$ cat config.mk
export PLATFORM = sky130hd
export DESIGN_NAME = iev_event_config
export DESIGN_NICKNAME = d
export VERILOG_FILES = /design/src/iev_pkg.sv /design/src/iev_event_config.sv /design/src/iev_qualifier.sv
export SDC_FILE = /design/constraint.sdc
export NUM_CORES = 1
export LEC_CHECK = 0
export BUFFER_PORTS_ARGS = -buffer_cell sky130_fd_sc_hd__buf_4
export CAP_MARGIN = 5
export CORE_UTILIZATION = 30
export CTS_BUF_LIST = sky130_fd_sc_hd__clkbuf_2
export CTS_CLUSTER_DIAMETER = 100
export DETAILED_ROUTE_END_ITERATION = 6
export PLACE_DENSITY = 0.55
export SYNTH_ARGS = -nofsm -noshare
export SYNTH_HDL_FRONTEND = slang
export SYNTH_SLANG_ARGS = --single-unit
export TNS_END_PERCENT = 50
$ cat constraint.sdc
create_clock -name clk -period 3.05 [get_ports clk]
set_input_delay 0.915 -clock clk [delete_from_list [all_inputs] [get_ports clk]]
set_output_delay 0.915 -clock clk [all_outputs]
set_load 0.01 [all_outputs]
$ cat src/iev_pkg.sv
package iev_pkg;

    localparam int          IEV_EVENTS      = 5;
    localparam int          IEV_TYPE_W      = 6;
    localparam int          IEV_CFG2_W      = 12;
    localparam int          IEV_SP_W        = 16;
    localparam int          IEV_ADDR_W      = 4;

    // Word addresses on the register bus.
    localparam logic [3:0]  IEV_OFS_TYPE0   = 4'h0;
    localparam logic [3:0]  IEV_OFS_CFG2_0  = 4'h5;
    localparam logic [3:0]  IEV_OFS_EVENTS  = 4'hA;
    localparam logic [3:0]  IEV_OFS_IRQ_ST  = 4'hB;
    localparam logic [3:0]  IEV_OFS_IRQ_MSK = 4'hC;

    // Digit positions inside the second configuration setting.
    localparam int          IEV_DIG_POL_LSB = 0;
    localparam int          IEV_DIG_SBY_LSB = 4;
    localparam int          IEV_DIG_RDY_LSB = 8;

    localparam logic [5:0]  IEV_TYPE_RST    = 6'h00;
    localparam logic [11:0] IEV_CFG2_RST    = 12'h000;
    localparam logic [4:0]  IEV_MASK_RST    = 5'h00;

    localparam logic [3:0]  IEV_POL_INVERT  = 4'h1;
    localparam logic [3:0]  IEV_SBY_NONE    = 4'h0;
    localparam logic [3:0]  IEV_SBY_SPCHG   = 4'h2;
    localparam logic [3:0]  IEV_RDY_OFF     = 4'h1;

    typedef enum logic [5:0] {
        IEV_T_NONE      = 6'h00, IEV_T_PV_HI     = 6'h01, IEV_T_PV_LO     = 6'h02,
        IEV_T_PV_HL     = 6'h03, IEV_T_DEV_HI    = 6'h04, IEV_T_DEV_LO    = 6'h05,
        IEV_T_DEV_HL    = 6'h06, IEV_T_DEVF_HI   = 6'h07, IEV_T_DEVF_LO   = 6'h08,
        IEV_T_DEVF_HL   = 6'h09, IEV_T_SP_HI     = 6'h0A, IEV_T_SP_LO     = 6'h0B,
        IEV_T_SP_HL     = 6'h0C, IEV_T_MV_HI     = 6'h0D, IEV_T_MV_LO     = 6'h0E,
        IEV_T_MV_HL     = 6'h0F, IEV_T_CT1_BURN  = 6'h10, IEV_T_CT1_SHORT = 6'h11,
        IEV_T_CT2_BURN  = 6'h12, IEV_T_CT2_SHORT = 6'h13, IEV_T_LOOP1     = 6'h14,
        IEV_T_LOOP2     = 6'h15, IEV_T_LOOP3     = 6'h16, IEV_T_ALARM     = 6'h17,
        IEV_T_READY     = 6'h18, IEV_T_MANUAL    = 6'h19, IEV_T_INV26     = 6'h1A,
        IEV_T_AT        = 6'h1B, IEV_T_RAMP      = 6'h1C, IEV_T_DIRECT    = 6'h1D,
        IEV_T_ST        = 6'h1E, IEV_T_INV31     = 6'h1F, IEV_T_TIMER     = 6'h20,
        IEV_T_INV33     = 6'h21
    } iev_code_type;

endpackage

$ cat src/iev_event_config.sv
// Notes on behaviour
// - Type zero means unused: event never asserts; type resets to zero.
// - Codes 1-3 watch process value against high, low or both limits.
// - Codes 4-6 deviation from setpoint, 7-9 deviation from final setpoint.
// - Codes 10-12 setpoint limits, codes 13-15 manipulated output limits.
// - Codes 16-19 heater burnout and short faults on sensors one then two.
// - Codes 20-22 take loop diagnosis conditions one to three.
// - Status codes 23,24,25,27,28,29,30 map to their status flags, code 32 to its timer event.
// - Codes 26, 31 and 33 are invalid and give no real condition.
// - Second setting is four decimal digits, rightmost first, reset to zero.
// - Rightmost digit: zero passes condition, one inverts it.
// - Second digit: no standby, standby, or standby re-armed on setpoint change.
// - Third digit: zero continues in ready, one forces off; fourth digit zero.
// - Standby suppresses after power-up until condition goes off then on again.
// - With standby, leaving ready for run re-enters standby, event off.
// - Setting two re-arms standby when setpoint value actually changes.
// - Same value written or group change without new value does not re-arm.
// - In ready, event off if standby on or forced off chosen.
//
// The address map and the Avalon-MM register port were left to the implementer.
module iev_event_config
    import iev_pkg::*;
(
    input  wire logic        clk,
    input  wire logic        rst,
    input  wire logic        ce,
    input  wire logic        tick,
    input  wire logic [3:0]  avs_address,
    input  wire logic        avs_read,
    input  wire logic        avs_write,
    input  wire logic [31:0] avs_writedata,
    output logic [31:0]      avs_readdata,
    output logic             avs_waitrequest,
    input  wire logic [4:0]  pv_high_cond,
    input  wire logic [4:0]  pv_low_cond,
    input  wire logic [4:0]  dev_high_cond,
    input  wire logic [4:0]  dev_low_cond,
    input  wire logic [4:0]  devf_high_cond,
    input  wire logic [4:0]  devf_low_cond,
    input  wire logic [4:0]  sp_high_cond,
    input  wire logic [4:0]  sp_low_cond,
    input  wire logic [4:0]  mv_high_cond,
    input  wire logic [4:0]  mv_low_cond,
    input  wire logic [3:0]  heater_fault,
    input  wire logic [2:0]  loop_diag,
    input  wire logic        alarm_present,
    input  wire logic        ready_mode,
    input  wire logic        manual_mode,
    input  wire logic        auto_tuning_run,
    input  wire logic        sp_ramp_active,
    input  wire logic        direct_action,
    input  wire logic        smart_tuning_run,
    input  wire logic [4:0]  timer_event,
    input  wire logic [15:0] setpoint_value,
    output logic [4:0]       event_out,
    output logic             irq
);

    ////////////////////////////////////////////////////////////////////////////

    typedef struct packed {
        logic [4:0][5:0]  type_sel;
        logic [4:0][11:0] cfg2;
        logic [15:0]      sp_prev;
        logic             ready_prev;
        logic             ack;
        logic [31:0]      rdata;
        logic [4:0]       irq_status;
        logic [4:0]       irq_mask;
        logic [4:0]       ev_prev;
    } iev_regs_type;

    iev_regs_type r_reg;
    iev_regs_type r_next;

    logic [4:0] raw_cond;
    logic [4:0] ev_now;
    logic       req;
    logic       take;
    logic       sp_changed;
    logic       ready_to_run;
    logic [6:0] status_flags;

    // Picks the pre-polarity condition for one event from its type code.
    // Every input is an argument, so a continuous assignment that calls it
    // re-evaluates whenever any of them changes.
    function automatic logic iev_select(input logic [5:0] code, input logic [9:0] lim,
                                        input logic [3:0] htr, input logic [2:0] diag,
                                        input logic [6:0] stat, input logic tmr);
        logic res;
        res = 1'b0;
        unique case (code)
            IEV_T_PV_HI:     res = lim[0];
            IEV_T_PV_LO:     res = lim[1];
            IEV_T_PV_HL:     res = lim[0] | lim[1];
            IEV_T_DEV_HI:    res = lim[2];
            IEV_T_DEV_LO:    res = lim[3];
            IEV_T_DEV_HL:    res = lim[2] | lim[3];
            IEV_T_DEVF_HI:   res = lim[4];
            IEV_T_DEVF_LO:   res = lim[5];
            IEV_T_DEVF_HL:   res = lim[4] | lim[5];
            IEV_T_SP_HI:     res = lim[6];
            IEV_T_SP_LO:     res = lim[7];
            IEV_T_SP_HL:     res = lim[6] | lim[7];
            IEV_T_MV_HI:     res = lim[8];
            IEV_T_MV_LO:     res = lim[9];
            IEV_T_MV_HL:     res = lim[8] | lim[9];
            IEV_T_CT1_BURN:  res = htr[0];
            IEV_T_CT1_SHORT: res = htr[1];
            IEV_T_CT2_BURN:  res = htr[2];
            IEV_T_CT2_SHORT: res = htr[3];
            IEV_T_LOOP1:     res = diag[0];
            IEV_T_LOOP2:     res = diag[1];
            IEV_T_LOOP3:     res = diag[2];
            IEV_T_ALARM:     res = stat[0];
            IEV_T_READY:     res = stat[1];
            IEV_T_MANUAL:    res = stat[2];
            IEV_T_AT:        res = stat[3];
            IEV_T_RAMP:      res = stat[4];
            IEV_T_DIRECT:    res = stat[5];
            IEV_T_ST:        res = stat[6];
            IEV_T_TIMER:     res = tmr;
            // Invalid codes, code zero and anything above the table read as off.
            default:         res = 1'b0;
        endcase
        return res;
    endfunction

    ////////////////////////////////////////////////////////////////////////////

    // A changed value is the only trigger, so a same-value write or a group
    // switch that keeps the value cannot re-arm standby.
    assign sp_changed   = (setpoint_value != r_reg.sp_prev);
    assign ready_to_run = r_reg.ready_prev & ~ready_mode;
    assign status_flags = {smart_tuning_run, direct_action, sp_ramp_active, auto_tuning_run,
                           manual_mode, ready_mode, alarm_present};

    genvar gi;
    generate
        for (gi = 0; gi < IEV_EVENTS; gi++) begin : g_ev
            assign raw_cond[gi] = iev_select(r_reg.type_sel[gi],
                {mv_low_cond[gi], mv_high_cond[gi], sp_low_cond[gi], sp_high_cond[gi],
                 devf_low_cond[gi], devf_high_cond[gi], dev_low_cond[gi],
                 dev_high_cond[gi], pv_low_cond[gi], pv_high_cond[gi]},
                heater_fault, loop_diag, status_flags, timer_event[gi]);

            iev_qualifier u_qual (
                .clk          (clk),
                .rst          (rst),
                .ce           (ce),
                .tick         (tick),
                .enabled      (r_reg.type_sel[gi] != IEV_TYPE_RST),
                .raw_cond     (raw_cond[gi]),
                .cfg2         (r_reg.cfg2[gi]),
                .ready_mode   (ready_mode),
                .ready_to_run (ready_to_run),
                .sp_changed   (sp_changed),
                .event_out    (ev_now[gi])
            );
        end
    endgenerate

    ////////////////////////////////////////////////////////////////////////////

    // Every access waits exactly one clock-enabled (ce) cycle; read data are registered.
    assign req  = avs_read | avs_write;
    assign take = req & ~r_reg.ack;

    always_comb begin
        r_next            = r_reg;
        r_next.sp_prev    = setpoint_value;
        r_next.ready_prev = ready_mode;
        r_next.ev_prev    = ev_now;
        r_next.ack        = take;
        if (take && avs_read) begin
            r_next.rdata = 32'h0000_0000;
            if (avs_address < IEV_OFS_CFG2_0) begin
                r_next.rdata[5:0] = r_reg.type_sel[avs_address - IEV_OFS_TYPE0];
            end else if (avs_address < IEV_OFS_EVENTS) begin
                r_next.rdata[11:0] = r_reg.cfg2[avs_address - IEV_OFS_CFG2_0];
            end else if (avs_address == IEV_OFS_EVENTS) begin
                r_next.rdata[4:0] = ev_now;
            end else if (avs_address == IEV_OFS_IRQ_ST) begin
                r_next.rdata[4:0] = r_reg.irq_status;
                r_next.irq_status = 5'h00;
            end else if (avs_address == IEV_OFS_IRQ_MSK) begin
                r_next.rdata[4:0] = r_reg.irq_mask;
            end
        end
        if (take && avs_write) begin
            if (avs_address < IEV_OFS_CFG2_0) begin
                r_next.type_sel[avs_address - IEV_OFS_TYPE0] = avs_writedata[5:0];
            end else if (avs_address < IEV_OFS_EVENTS) begin
                // The fourth digit is not stored and always reads zero.
                r_next.cfg2[avs_address - IEV_OFS_CFG2_0] = avs_writedata[11:0];
            end else if (avs_address == IEV_OFS_IRQ_MSK) begin
                r_next.irq_mask = avs_writedata[4:0];
            end
        end
        // Rising event edges are applied after the clear so a new edge wins.
        r_next.irq_status = r_next.irq_status | (ev_now & ~r_reg.ev_prev);
    end

    always_ff @(posedge clk) begin
        if (rst) begin
            r_reg.type_sel   <= {IEV_EVENTS{IEV_TYPE_RST}};
            r_reg.cfg2       <= {IEV_EVENTS{IEV_CFG2_RST}};
            r_reg.sp_prev    <= 16'h0000;
            r_reg.ready_prev <= 1'b0;
            r_reg.ack        <= 1'b0;
            r_reg.rdata      <= 32'h0000_0000;
            r_reg.irq_status <= 5'h00;
            r_reg.irq_mask   <= IEV_MASK_RST;
            r_reg.ev_prev    <= 5'h00;
        end else if (ce) begin
            r_reg <= r_next;
        end
    end

    assign avs_readdata    = r_reg.rdata;
    assign avs_waitrequest = req & ~r_reg.ack;
    assign event_out       = ev_now;
    assign irq             = |(r_reg.irq_status & r_reg.irq_mask);

endmodule

$ cat src/iev_qualifier.sv
module iev_qualifier
    import iev_pkg::*;
(
    input  wire logic        clk,
    input  wire logic        rst,
    input  wire logic        ce,
    input  wire logic        tick,
    input  wire logic        enabled,
    input  wire logic        raw_cond,
    input  wire logic [11:0] cfg2,
    input  wire logic        ready_mode,
    input  wire logic        ready_to_run,
    input  wire logic        sp_changed,
    output logic             event_out
);

    typedef enum logic {IEV_Q_WAIT_OFF, IEV_Q_LIVE} iev_qstate_type;

    typedef struct packed {
        iev_qstate_type state;
        logic           rearm_pending;
        logic           out;
    } iev_qual_type;

    iev_qual_type q_reg;
    iev_qual_type q_next;

    logic [3:0] dig_pol;
    logic [3:0] dig_sby;
    logic [3:0] dig_rdy;
    logic       sby_en;
    logic       rearm_evt;
    logic       qualified;
    logic       polar;
    logic       live;

    assign dig_pol = cfg2[IEV_DIG_POL_LSB +: 4];
    assign dig_sby = cfg2[IEV_DIG_SBY_LSB +: 4];
    assign dig_rdy = cfg2[IEV_DIG_RDY_LSB +: 4];
    assign sby_en  = (dig_sby != IEV_SBY_NONE);
    // Re-arm sources: leaving READY, and a real setpoint change in setting two.
    assign rearm_evt = ready_to_run | (sp_changed & (dig_sby == IEV_SBY_SPCHG));

    always_comb begin
        q_next = q_reg;
        // Standby acts on the condition before polarity. A re-arm waiting for this
        // tick already counts, so the first tick after leaving READY reads OFF.
        live      = (q_reg.state == IEV_Q_LIVE) & !q_reg.rearm_pending & !rearm_evt;
        qualified = raw_cond & (!sby_en | live);
        polar = qualified ^ (dig_pol == IEV_POL_INVERT);
        if (!enabled) begin
            polar = 1'b0;
        end
        if (ready_mode && (sby_en || (dig_rdy == IEV_RDY_OFF))) begin
            polar = 1'b0;
        end
        // Re-arm requests between ticks are held so none is missed.
        if (rearm_evt) begin
            q_next.rearm_pending = 1'b1;
        end
        if (tick) begin
            q_next.out = polar;
            if (rearm_evt || q_reg.rearm_pending) begin
                q_next.state         = IEV_Q_WAIT_OFF;
                q_next.rearm_pending = 1'b0;
            end else if ((q_reg.state == IEV_Q_WAIT_OFF) && !raw_cond) begin
                q_next.state = IEV_Q_LIVE;
            end
        end
    end

    always_ff @(posedge clk) begin
        if (rst) begin
            q_reg <= '{state: IEV_Q_WAIT_OFF, rearm_pending: 1'b0, out: 1'b0};
        end else if (ce) begin
            q_reg <= q_next;
        end
    end

    assign event_out = q_reg.out;

endmodule

# After elaboration in Yosys (flattened, before gate mapping)
# Cells that the tools add are included.
# totals
regBits	150
latch_bits	0
ramBits	0
mem_bits_ro	0
inputBits	127
memories	0
# op_classes
add_sub_neg	1
multipliers	0
div	0
magnitude_cmp	6
eq_ne	169
shift	0
n_mux	62
bitwise	76
reduce_logical	70
# op_table
op	count
$eq 6x5->1 const B	70
$eq 6x4->1 const B	40
$pmux 1 s30	5
$eq 6x3->1 const B	20
$bwmux 60	1
$eq 6x2->1 const B	10
$mux 5	9
$eq 4x1->1 const B	10
$bmux 12 s3	1
$demux 12 s3	1
$or 1x1->1	36
$bwmux 30	1
$eq 6x1->1 const B	5
$eq 6x6->1 const B	5
$mux 1	30
$reduce_bool 6->1	5
$mux 12	2
$mux 6	4
$and 1x1->1	22
$eq 4x2->1 const B	5
$logic_not 1->1	20
$reduce_bool 4->1	5
$bmux 6 s3	1
$demux 6 s3	1
21 further kinds	75

# Longest topological paths before layout
# Gate-level depths: netlist of run 1.
# logic_depth
word_depth	11
depth_mapped	11
depth_no_buf	9

# Modules after synthesis
# A second synthesis of run 1 with hierarchy kept.
# hier_totals
hier_cells	1129
area_unflattened_um2	9361.5
# by_module_without_submodules
mod	instances	cells_per_inst	area_per_inst_um2	seq_area_each_um2
iev_event_config	1	1009	8254.2	2702.6
iev_qualifier	5	24	221.5	60.1

# Least setup slack after synthesis of run 1
# No wires, ideal clock.
# synth_path
kind	input-to-reg
startpoint	in avs_address[0]
endpoint	reg r_reg, in the netlist avs_readdata[5]
setup_time_ns	0.132
t_arrival_ns	2.920
setup_slack_ns	-0.001
stages	11
path_buffers	2
path_cell_list	inv_2 buf_1 ha_1 xor2_1 buf_2 mux2i_1 o2bb2ai_1 a21oi_1 nor3_1 a211oi_1 nor3_1
# synth_between
elab_chain_len	5
elab_cells_between_ends	9
# synth_lines
element	line	rtl
start: declaration	iev_event_config.sv:28	input wire logic [3:0] avs_address,
$sub 4x3->4	iev_event_config.sv:180	r_next.rdata[11:0] = r_reg.cfg2[avs_address - IEV_OFS_CFG2_0];
$bmux 12 s3	iev_event_config.sv:180	
$mux 12 (not written as such)	iev_event_config.sv:180	
$mux 7	iev_event_config.sv:179	end else if (avs_address < IEV_OFS_EVENTS) begin
$mux 6 *	iev_event_config.sv:177	if (avs_address < IEV_OFS_CFG2_0) begin
end signal: assignment	iev_event_config.sv:216	r_reg <= r_next;
end: declaration	iev_event_config.sv:73	iev_regs_type r_reg;
# Every way passes the cells marked *; elsewhere a longest branch is shown, timed or not. The select of a mux whose other input is x is not followed.
# A chain may end at the register's enable or synchronous reset.

# Worst setup path after layout of run 1
# layout_path
startpoint	reg r_reg[10] in the netlist's numbering
endpoint	out irq
# layout_between
elab_chain_len	2
# layout_lines
element	line	rtl
$and 5x5->5	iev_event_config.sv:223	assign irq = |(r_reg.irq_status & r_reg.irq_mask);
$reduce_or 5->1	iev_event_config.sv:223	
end: declaration	iev_event_config.sv:56	output logic irq
# No other way between the ends.

==> results of run 1 <==
through the flow:
| step | cells | total power [uW] | worst slack [ps] |
|---|---|---|---|
| floorplan | 1221 | 2370 | 32.1 |
| detailed placement | 1664 | 2640 | -79.2 |
| finish | 1696 | 3550 | 437 |
| global route | 1696 | 3750 | 235 |
| CTS | 1696 | 3590 | 343 |
| global placement | 1664 | 2640 | -88.1 |
synthesized netlist by cell type, types with 11 or more instances:
| cell type | count | area share (%) |
|---|---|---|
| mux2i_1 | 134 | 14 |
| xor2_1 | 19 | 1.7 |
| a31oi_1 | 11 | 0.72 |
| nor4_1 | 13 | 0.85 |
| buf_4 | 41 | 3.2 |
| buf_2 | 31 | 1.6 |
| nor3_1 | 38 | 2.0 |
| dfxtp_1 | 150 | 31 |
| nand2_1 | 93 | 3.6 |
| nor2b_1 | 13 | 0.85 |
| o21ai_0 | 27 | 1.4 |
| nand3_1 | 37 | 1.9 |
| nor2_1 | 189 | 7.4 |
| a211oi_1 | 11 | 0.86 |
| nand2b_1 | 24 | 1.6 |
| clkbuf_1 | 53 | 2.1 |
| nand3b_1 | 23 | 1.8 |
| a21oi_1 | 78 | 4.1 |
| inv_1 | 13 | 0.51 |
power by group through the flow:
| stage | clock network, uW | logic, uW | registers (uW) |
|---|---|---|---|
| after detailed placement | 0 | 576 | 2060 |
| final | 945 | 580 | 2030 |
| after CTS | 985 | 578 | 2030 |
| after global routing | 1090 | 628 | 2030 |
| after global placement | 0 | 574 | 2060 |
| after floorplan | 0 | 325 | 2050 |
layout make-up:
cell class / instances / area [sq um]
fillers: 3329 / 20500
multi-input cells: 921 / 5860
flip-flops and latches: 150 / 3000
repair buffers: 176 / 1370
well taps: 402 / 503
clock buffers: 19 / 95.1
clock inverters: 13 / 83.8
inverters: 15 / 56.3
cells in the final DEF (no fill, tap or decap), types with 6 or more instances in the layout:
master     netlist  routed
o21ai_0         27      27
a311oi_1         6       6
dfxtp_1        150     150
clkbuf_2         0      19
nand3b_1        23      23
a22oi_1          9       9
a211oi_1        11      11
o21ai_1          8       8
nand4_1         10      10
and3_1           7       7
inv_1           13      13
nand2_1         93      93
o41ai_1          6       6
nand2b_1        24      24
nor2_1         189     189
conb_1           1      20
nor3_1          38      38
nor4_1          13      13
buf_4           41     172
nand4b_1         8       8
o31ai_1          7       7
o211ai_1         6       6
a21oi_1         78      78
mux2i_1        134     134
a31oi_1         11      11
nor2b_1         13      13
xor2_1          19      19
nor4b_1          9       9
o22ai_1         10      10
o2bb2ai_1        8       8
nand3_1         37      37
or3_1            7       7
how the worst max path moves through the flow:
stage                         startpoint               to  slack (ps)  cells past startpoint
after floorplan           avs_address[1]       r_reg[106]          30                     11
after global placement    avs_address[0]  avs_readdata[5]         -90                     12
after detailed placement  avs_address[0]  avs_readdata[5]         -80                     12
after CTS                      r_reg[10]              irq         340                      3
after global routing           r_reg[10]              irq         230                      3
final                          r_reg[10]              irq         440                      3
worst max-delay path, cell delays in order (launching register included):
cell      delay, ps
dfxtp_1         380
a222oi_1        360
nand2_1         130
buf_4           160
per-layer routing:
layer / vias up / share of wire [%] / track usage, %
met2: 299 / 46 / 30.0
met1: 4205 / 47 / 25.1
met3: 41 / 5.2 / 3.10
met4: 0 / 2.3 / 5.40
li1: 4403 / - / -
met5: - / 0 / 0
kinds of logic (layout without fill, tap and decap cells):
family / Yosys count / count (layout) / share of synthesized area (%)
adders and majority gates: 3 / 3 / 0.392
and+or+nand+nor: 505 / 505 / 26.7
muxes: 146 / 146 / 15.9
buffers and inverters: 150 / 223 / 8.27
xor gates and xnor gates: 21 / 21 / 2.00
DFF: 150 / 150 / 31.3
other: 1 / 20 / 0.0391
AOI/OAI and AO/OA: 226 / 226 / 15.4
==> flow_metrics.env, run 1 <==
export IMPL_vias_per_cell=5.28
export IMPL_yosys_warnings=0
export IMPL_max_freq_mhz=383
export IMPL_post_route_drc_count=0
export IMPL_p_seq_share_pct=57.1
export IMPL_grt_pass1_wl_um=47600
export IMPL_grt_max_degree=144
export IMPL_ys_async_sr_fraction_pct=0
export IMPL_cts_buffer_depth=2
export IMPL_reg2reg_setup_slack_ps=520
export IMPL_dr_pass1_iters=5
export IMPL_grt_pass1_vias=8357
export IMPL_grt_antenna_before_repair=0
export IMPL_cp_data_required_time_ps=2130
export IMPL_skew_ps=46.9
export IMPL_cts_reportedPaths_clkPinSlew_ps=220
export IMPL_root_buffer="clkbuf_2"
export IMPL_setup_tns_ps=0
export IMPL_ys_seq_area_share_pct=31.3
export IMPL_finalHoldViolCount=0
export IMPL_globalplace_congestion=0.919
export IMPL_worst_pin_slew_ps=720
export IMPL_vdd_drop_max_mv=0.245
export IMPL_hold_path_class="in2reg"
export IMPL_layout_nets=1411
export IMPL_rsz0062_at_grt="false"
export IMPL_combPwrFrac_pct=16.3
export IMPL_routed_wl_um=30600
export IMPL_cts_tree="yes"
export IMPL_crit_path_max_fanout=3
export IMPL_final_max_slew_viol_count=0
export IMPL_syn_cell_area_sq_um=9590
export IMPL_cts_resized_gates=0
export IMPL_io_pins=166
export IMPL_die_y_um=181
export IMPL_htreeDepth=4
export IMPL_r2r_end="g_ev[0].u_qual.event_out"
export IMPL_diodes=0
export IMPL_syn_to_final_growth_pct=14.5
export IMPL_cts_hold_buf=0
export IMPL_avgSynthCellArea_sq_um=7.98
export IMPL_worstSetupStartpointType="register"
export IMPL_final_core_util_pct=34.9
export IMPL_maxCapViolCount=0
export IMPL_finalSetupViolCount=0
export IMPL_core_area_sq_um=31500
export IMPL_vias=8948
export IMPL_rr_worst_depth=7
export IMPL_rows=65
export IMPL_grt_ovfl_total=0
export IMPL_fin_hold_ws_ps=459
export IMPL_ys_ff_latch=150
export IMPL_wl_per_cell_um=18.0
export IMPL_clk_latency_ps=690
export IMPL_r2r_start="r_reg[125]"
export IMPL_synth_distinct_cells=82
export IMPL_ant_nets=0
export IMPL_dieWidth_um=181
export IMPL_p_sw_share_pct=31.0
export IMPL_layout_drive_gt1_share_pct=18.0
export IMPL_holdPathStages=3
export IMPL_cts_made_buffers=17
export IMPL_start_util_pct=30.5
export IMPL_p_switching_uw=1100
export IMPL_port_buffers=125
export IMPL_hpwlAfterDp_um=22500
export IMPL_clkPwrFrac_pct=26.6
export IMPL_synth_edf_count=0
export IMPL_p_leak_uw=0.00416
export IMPL_worstSetupEndpointType="output port"
export IMPL_cts_sinks=150
export IMPL_synthCells=1202
export IMPL_final_cell_area_sq_um=11000
export IMPL_p_per_area_nw_per_um2=324
export IMPL_critPathKind="reg2out"
export IMPL_largest_register_ffs=123
export IMPL_holdPathEnd="r_reg[56]"
export IMPL_post_route_period_util_pct=85.7
export IMPL_critPathArrivalTime_ps=1700
export IMPL_status="completed"
export IMPL_dr_first_iter_drc_count=677
export IMPL_die_area_sq_um=32700
export IMPL_holdCritStartpoint="setpoint_value[7]"
export IMPL_period_minus_slack_ps=2610
export IMPL_place_area_sq_um=10800
export IMPL_maxSlewHeadroom_pct=51.9
export IMPL_gr_usage_all_layers_pct=18.5
export IMPL_yosys_most_used_dff="dfxtp_1"
export IMPL_intPower_uw=2450
export IMPL_cts_setup_buffers=0
(Power assumes the default switching activity.)
==> run 2, diff against run 1 <==
--- a/config.mk
+++ b/config.mk
@@ -11,7 +11,7 @@
 export CTS_BUF_LIST = sky130_fd_sc_hd__clkbuf_2
 export CTS_CLUSTER_DIAMETER = 100
 export DETAILED_ROUTE_END_ITERATION = 6
-export PLACE_DENSITY = 0.55
+export PLACE_DENSITY = 0.53
 export SYNTH_ARGS = -nofsm -noshare
 export SYNTH_HDL_FRONTEND = slang
 export SYNTH_SLANG_ARGS = --single-unit
==> constraint.sdc (replaced) <==
create_clock -name clk -period 2.5 [get_ports clk]
set_input_delay 0.75 -clock clk [delete_from_list [all_inputs] [get_ports clk]]
set_output_delay 0.75 -clock clk [all_outputs]
set_load 0.01 [all_outputs]
==> flow_metrics.env, run 2 (synthesized netlist as in run 1, its figures left out) <==
export IMPL_violations="DRC"
export IMPL_nFillCells=3276
export IMPL_io_pins=166
export IMPL_skew_ps=49.3
export IMPL_wl_per_cell_um=18.2
export IMPL_maxSlewHeadroom_pct=53.0
export IMPL_p_switching_uw=1370
export IMPL_die_area_sq_um=32700
export IMPL_routed_wl_um=32100
export IMPL_grt_pass1_vias=8814
export IMPL_cp_data_required_time_ps=1750
export IMPL_largest_register_ffs=123
export IMPL_p_per_area_nw_per_um2=405
export IMPL_critPathArrivalTime_ps=1670
export IMPL_layout_common_cells="buf_4 (231), nor2_1 (189), dfxtp_1 (141)"
export IMPL_core_area_sq_um=31500
export IMPL_p_leak_uw=0.00453
export IMPL_hold_path_class="in2reg"
export IMPL_holdPathStages=3
export IMPL_post_route_drc_count=2
export IMPL_cts_buffer_depth=2
export IMPL_start_util_pct=30.5
export IMPL_max_freq_mhz=413
export IMPL_cts_sinks=150
export IMPL_port_buffers=125
export IMPL_p_seq_share_pct=52.6
export IMPL_layout_nets=1473
export IMPL_final_max_slew_viol_count=0
export IMPL_grt_antenna_before_repair=1
export IMPL_grt_ovfl_total=0
export IMPL_clk_latency_ps=700
export IMPL_die_y_um=181
export IMPL_finalHoldViolCount=0
export IMPL_globalplace_congestion=0.898
export IMPL_grt_max_degree=128
export IMPL_dr_pass1_iters=7
export IMPL_vias=9316
export IMPL_final_common_cell="buf_4"
export IMPL_crit_path_max_fanout=2
export IMPL_dr_first_iter_drc_count=643
export IMPL_maxCapViolCount=0
export IMPL_gr_usage_all_layers_pct=19.4
export IMPL_root_buffer="clkbuf_2"
export IMPL_vias_per_cell=5.30
export IMPL_rr_worst_depth=7
export IMPL_cts_tree="yes"
export IMPL_period_minus_slack_ps=2420
export IMPL_clkPwrFrac_pct=31.3
export IMPL_intPower_uw=3330
export IMPL_rsz0062_at_grt="true"
export IMPL_dieWidth_um=181
export IMPL_hpwlAfterDp_um=24100
export IMPL_ff_latch_area_sq_um=3010
export IMPL_cts_made_buffers=17
export IMPL_worst_pin_slew_ps=704
export IMPL_dp_cells=1723
export IMPL_post_route_period_util_pct=96.9
export IMPL_combPwrFrac_pct=16.1
export IMPL_worstSetupEndpointType="output port"
export IMPL_critPathKind="reg2out"
export IMPL_layout_drive_gt1_share_pct=22.7
export IMPL_multi_input_area_sq_um=5890
export IMPL_cts_reportedPaths_clkPinSlew_ps=240
export IMPL_stdcell_count=1758
export IMPL_grt_pass1_wl_um=50000
export IMPL_status="complete, but fails checks"
export IMPL_syn_to_final_growth_pct=21.0
export IMPL_p_sw_share_pct=29.1
export IMPL_worstSetupStartpointType="register"
export IMPL_htreeDepth=4
export IMPL_vdd_drop_max_mv=0.375
export IMPL_finalSetupViolCount=0
export IMPL_place_area_sq_um=11300
export IMPL_ant_nets=0
export IMPL_rows=65
export IMPL_final_cell_area_sq_um=11600
## run 2: critical path, stage by stage (launching register included)
cell and delay (ps):
dfxtp_2 380, a222oi_1 300, nand2_1 140, buf_6 140
## run 2: stage by stage
stage                     utilization [%]  worst slack, ps  hold slack (ps)  setup TNS (ps)  power, uW
final                                36.9             77.5              282               0       4690
after global routing                 36.9             -113              181            -113       4910
after CTS                            36.8            -5.92              201           -5.92       4740
after detailed placement             35.9             -322              462          -16870       3270
after global placement               35.9             -332              450          -16890       3260
after floorplan                         -             -217              436           -7270       2910
## run 2: layer usage
layer / share of wire (%) / track usage [%] / vias up
met2: 47 / 32.8 / 294
met1: 46 / 25.5 / 4442
met5: 0 / 0 / -
li1: - / - / 4539
met3: 4.4 / 3.27 / 41
met4: 1.9 / 4.92 / 0
## run 2: final cells by class
class	count	area share (%)
Clock inverter	12	1.32
Inverter	15	0.658
Tap cell	402	4.34
Sequential cell	150	26.0
Timing Repair Buffer	238	16.1
Antenna cell	1	0.0216
Clock buffer	19	0.820
Multi-Input combinational cell	921	50.8
## run 2: repair_timing
item | CTS | global route
hold endpoints to repair | 0 | 0
gates resized for setup | 4 | 8
hold buffers | 0 | 0
pin swaps | 2 | 0
setup buffers | 3 | 0
endpoints found under the setup margin | 1 | 7
## run 2: power by group through the flow
stage / logic (uW) / registers, uW / clock network [uW]
floorplan: 407 / 2500 / 0
global placement: 750 / 2510 / 0
detailed placement: 754 / 2520 / 0
CTS: 758 / 2470 / 1510
global route: 818 / 2480 / 1620
finish: 758 / 2470 / 1470
## run 2: worst paths after layout
| check | start | end | slack, ps |
|---|---|---|---|
| min | setpoint_value[12] | r_reg[61] | 280 |
| min reg2reg | avs_readdata[2] | avs_readdata[2] | 480 |
| max | r_reg[10] | irq | 80 |
| max reg2reg | r_reg[125] | g_ev[0].u_qual.event_out | 130 |
==> run 3, diff against run 2 <==
--- a/config.mk
+++ b/config.mk
@@ -11,7 +11,7 @@
 export CTS_BUF_LIST = sky130_fd_sc_hd__clkbuf_2
 export CTS_CLUSTER_DIAMETER = 100
 export DETAILED_ROUTE_END_ITERATION = 6
-export PLACE_DENSITY = 0.53
+export PLACE_DENSITY = 0.49
 export SYNTH_ARGS = -nofsm -noshare
 export SYNTH_HDL_FRONTEND = slang
 export SYNTH_SLANG_ARGS = --single-unit
==> flow_metrics.env, run 3 (synthesized netlist as in run 1, its figures left out) <==
export IMPL_period_minus_slack_ps=2450
export IMPL_slowest_delay_ps=380
export IMPL_cp_slowest_cell="dfxtp_2"
export IMPL_globalplace_congestion=0.921
export IMPL_holdCritStartpoint="setpoint_value[5]"
export IMPL_htreeDepth=4
export IMPL_dieWidth_um=181
export IMPL_cts_sinks=150
export IMPL_cts_made_buffers=17
export IMPL_die_y_um=181
export IMPL_layout_drive_gt1_share_pct=22.0
export IMPL_clk_latency_ps=750
export IMPL_setup_tns_ps=0
export IMPL_hpwlAfterDp_um=24500
export IMPL_rows=65
export IMPL_dr_pass1_iters=4
export IMPL_cts_buffer_depth=2
export IMPL_final_core_util_pct=36.9
export IMPL_r2r_end="g_ev[0].u_qual.event_out"
export IMPL_worst_pin_slew_ps=712
export IMPL_maxCapViolCount=0
export IMPL_post_route_period_util_pct=98.1
export IMPL_start_util_pct=30.5
export IMPL_cts_reportedPaths_clkPinSlew_ps=240
export IMPL_cp_data_required_time_ps=1750
export IMPL_r2r_start="r_reg[129]"
export IMPL_largest_register_ffs=123
export IMPL_layout_common_cells="buf_4 (225), nor2_1 (189), dfxtp_1 (145)"
export IMPL_final_max_slew_viol_count=0
export IMPL_hold_path_class="in2reg"
export IMPL_vias_per_cell=5.23
export IMPL_p_leak_uw=0.00453
export IMPL_place_area_sq_um=11300
export IMPL_holdPathEnd="r_reg[54]"
export IMPL_reg2reg_setup_slack_ps=130
export IMPL_syn_to_final_growth_pct=21.2
export IMPL_final_common_cell="buf_4"
export IMPL_worstSetupEndpointType="output port"
export IMPL_postLayoutSetupSlackWorst_ps=46.7
export IMPL_die_area_sq_um=32700
export IMPL_p_per_area_nw_per_um2=418
export IMPL_crit_path_max_fanout=2
export IMPL_status="completed"
export IMPL_grt_antenna_before_repair=1
export IMPL_core_area_sq_um=31500
export IMPL_rr_worst_depth=8
export IMPL_critPathKind="reg2out"
export IMPL_max_freq_mhz=408
export IMPL_holdPathStages=3
export IMPL_grt_ovfl_total=0
export IMPL_dr_first_iter_drc_count=504
export IMPL_gr_usage_all_layers_pct=19.9
export IMPL_grt_pass1_wl_um=50400
export IMPL_critPathArrivalTime_ps=1700
export IMPL_wl_per_cell_um=18.6
export IMPL_path_cells="a222oi_1, nand2_1, buf_6"
export IMPL_place_ws_ps=-337
export IMPL_cts_hold_buf=0
export IMPL_cts_tree="yes"
export IMPL_routed_wl_um=32600
export IMPL_root_buffer="clkbuf_2"
export IMPL_grt_max_degree=144
export IMPL_finalHoldViolCount=0
export IMPL_port_buffers=125
export IMPL_skew_ps=47.3
export IMPL_post_route_drc_count=0
export IMPL_vdd_drop_max_mv=0.260
export IMPL_maxSlewHeadroom_pct=52.4
export IMPL_grt_pass1_vias=8748
export IMPL_vias=9181
export IMPL_layout_nets=1469
export IMPL_ant_nets=0
export IMPL_rsz0062_at_grt="true"
export IMPL_io_pins=166
export IMPL_finalSetupViolCount=0
export IMPL_final_cell_area_sq_um=11600
export IMPL_worstSetupStartpointType="register"
## run 3: cell count changes in the layout (fill, tap and decap cells not counted), sizes merged
| cell | change |
|---|---|
| buf | -4 |
| clkinv | +3 |
| clkbuf | -2 |
| inv | +1 |
| bufinv | +1 |
| clkinvlp | -2 |
## run 3: through the flow
step           hold WS, ps  instances  total power (uW)
2_1_floorplan          436       1221              2910
4_1_cts                179       1754              4920
6_report               255       1755              4860
3_3_place_gp           455       1720              3280
3_5_place_dp           461       1720              3280
5_1_grt                141       1755              5080
## run 3: worst max-delay path: cells and delay by family (launching register included)
| family | cells | cell delay [ps] |
|---|---|---|
| compound gates | 1 | 310 |
| buf+inv | 1 | 140 |
| simple gates | 1 | 140 |
| flops | 1 | 380 |
## run 3: power by group
part	internal [uW]	leakage (uW)	switching, uW
logic	340	0.00315	427
registers	2440	0.00122	36.0
clock network	666	0.000164	951
## run 3: area by class of cell
type / instances / area, sq um
diodes: 1 / 2.50
clock buffers: 17 / 85.1
clock inverters: 15 / 201
fillers: 3335 / 19900
inverters: 15 / 76.3
multi-input cells: 921 / 5880
flip-flops and latches: 150 / 3010
well taps: 402 / 503
repair buffers: 234 / 1860
## run 3: worst max path at each step
stage	from	end	depth (start not counted)
3_5_place_dp	avs_address[1]	r_reg[112]	11
4_1_cts	r_reg[10]	irq	3
3_3_place_gp	avs_address[1]	r_reg[104]	11
6_report	r_reg[10]	irq	3
5_1_grt	r_reg[10]	irq	3
2_1_floorplan	avs_address[1]	r_reg[106]	11
## run 3: what timing repair did
item                       in CTS  in global routing
gates resized for setup         4                  3
cloned                          0                  0
setup buffers                   2                  0
setup endpoints to repair       1                  4
## run 3: metal layers
layer  wire [um]  track usage (%)  vias to the layer above
li1            -                -                     4530
met1       14800             25.5                     4331
met2       15400             33.5                      274
met3        1590             3.49                       46
met4         857             6.84                        0
met5           0                0                        -
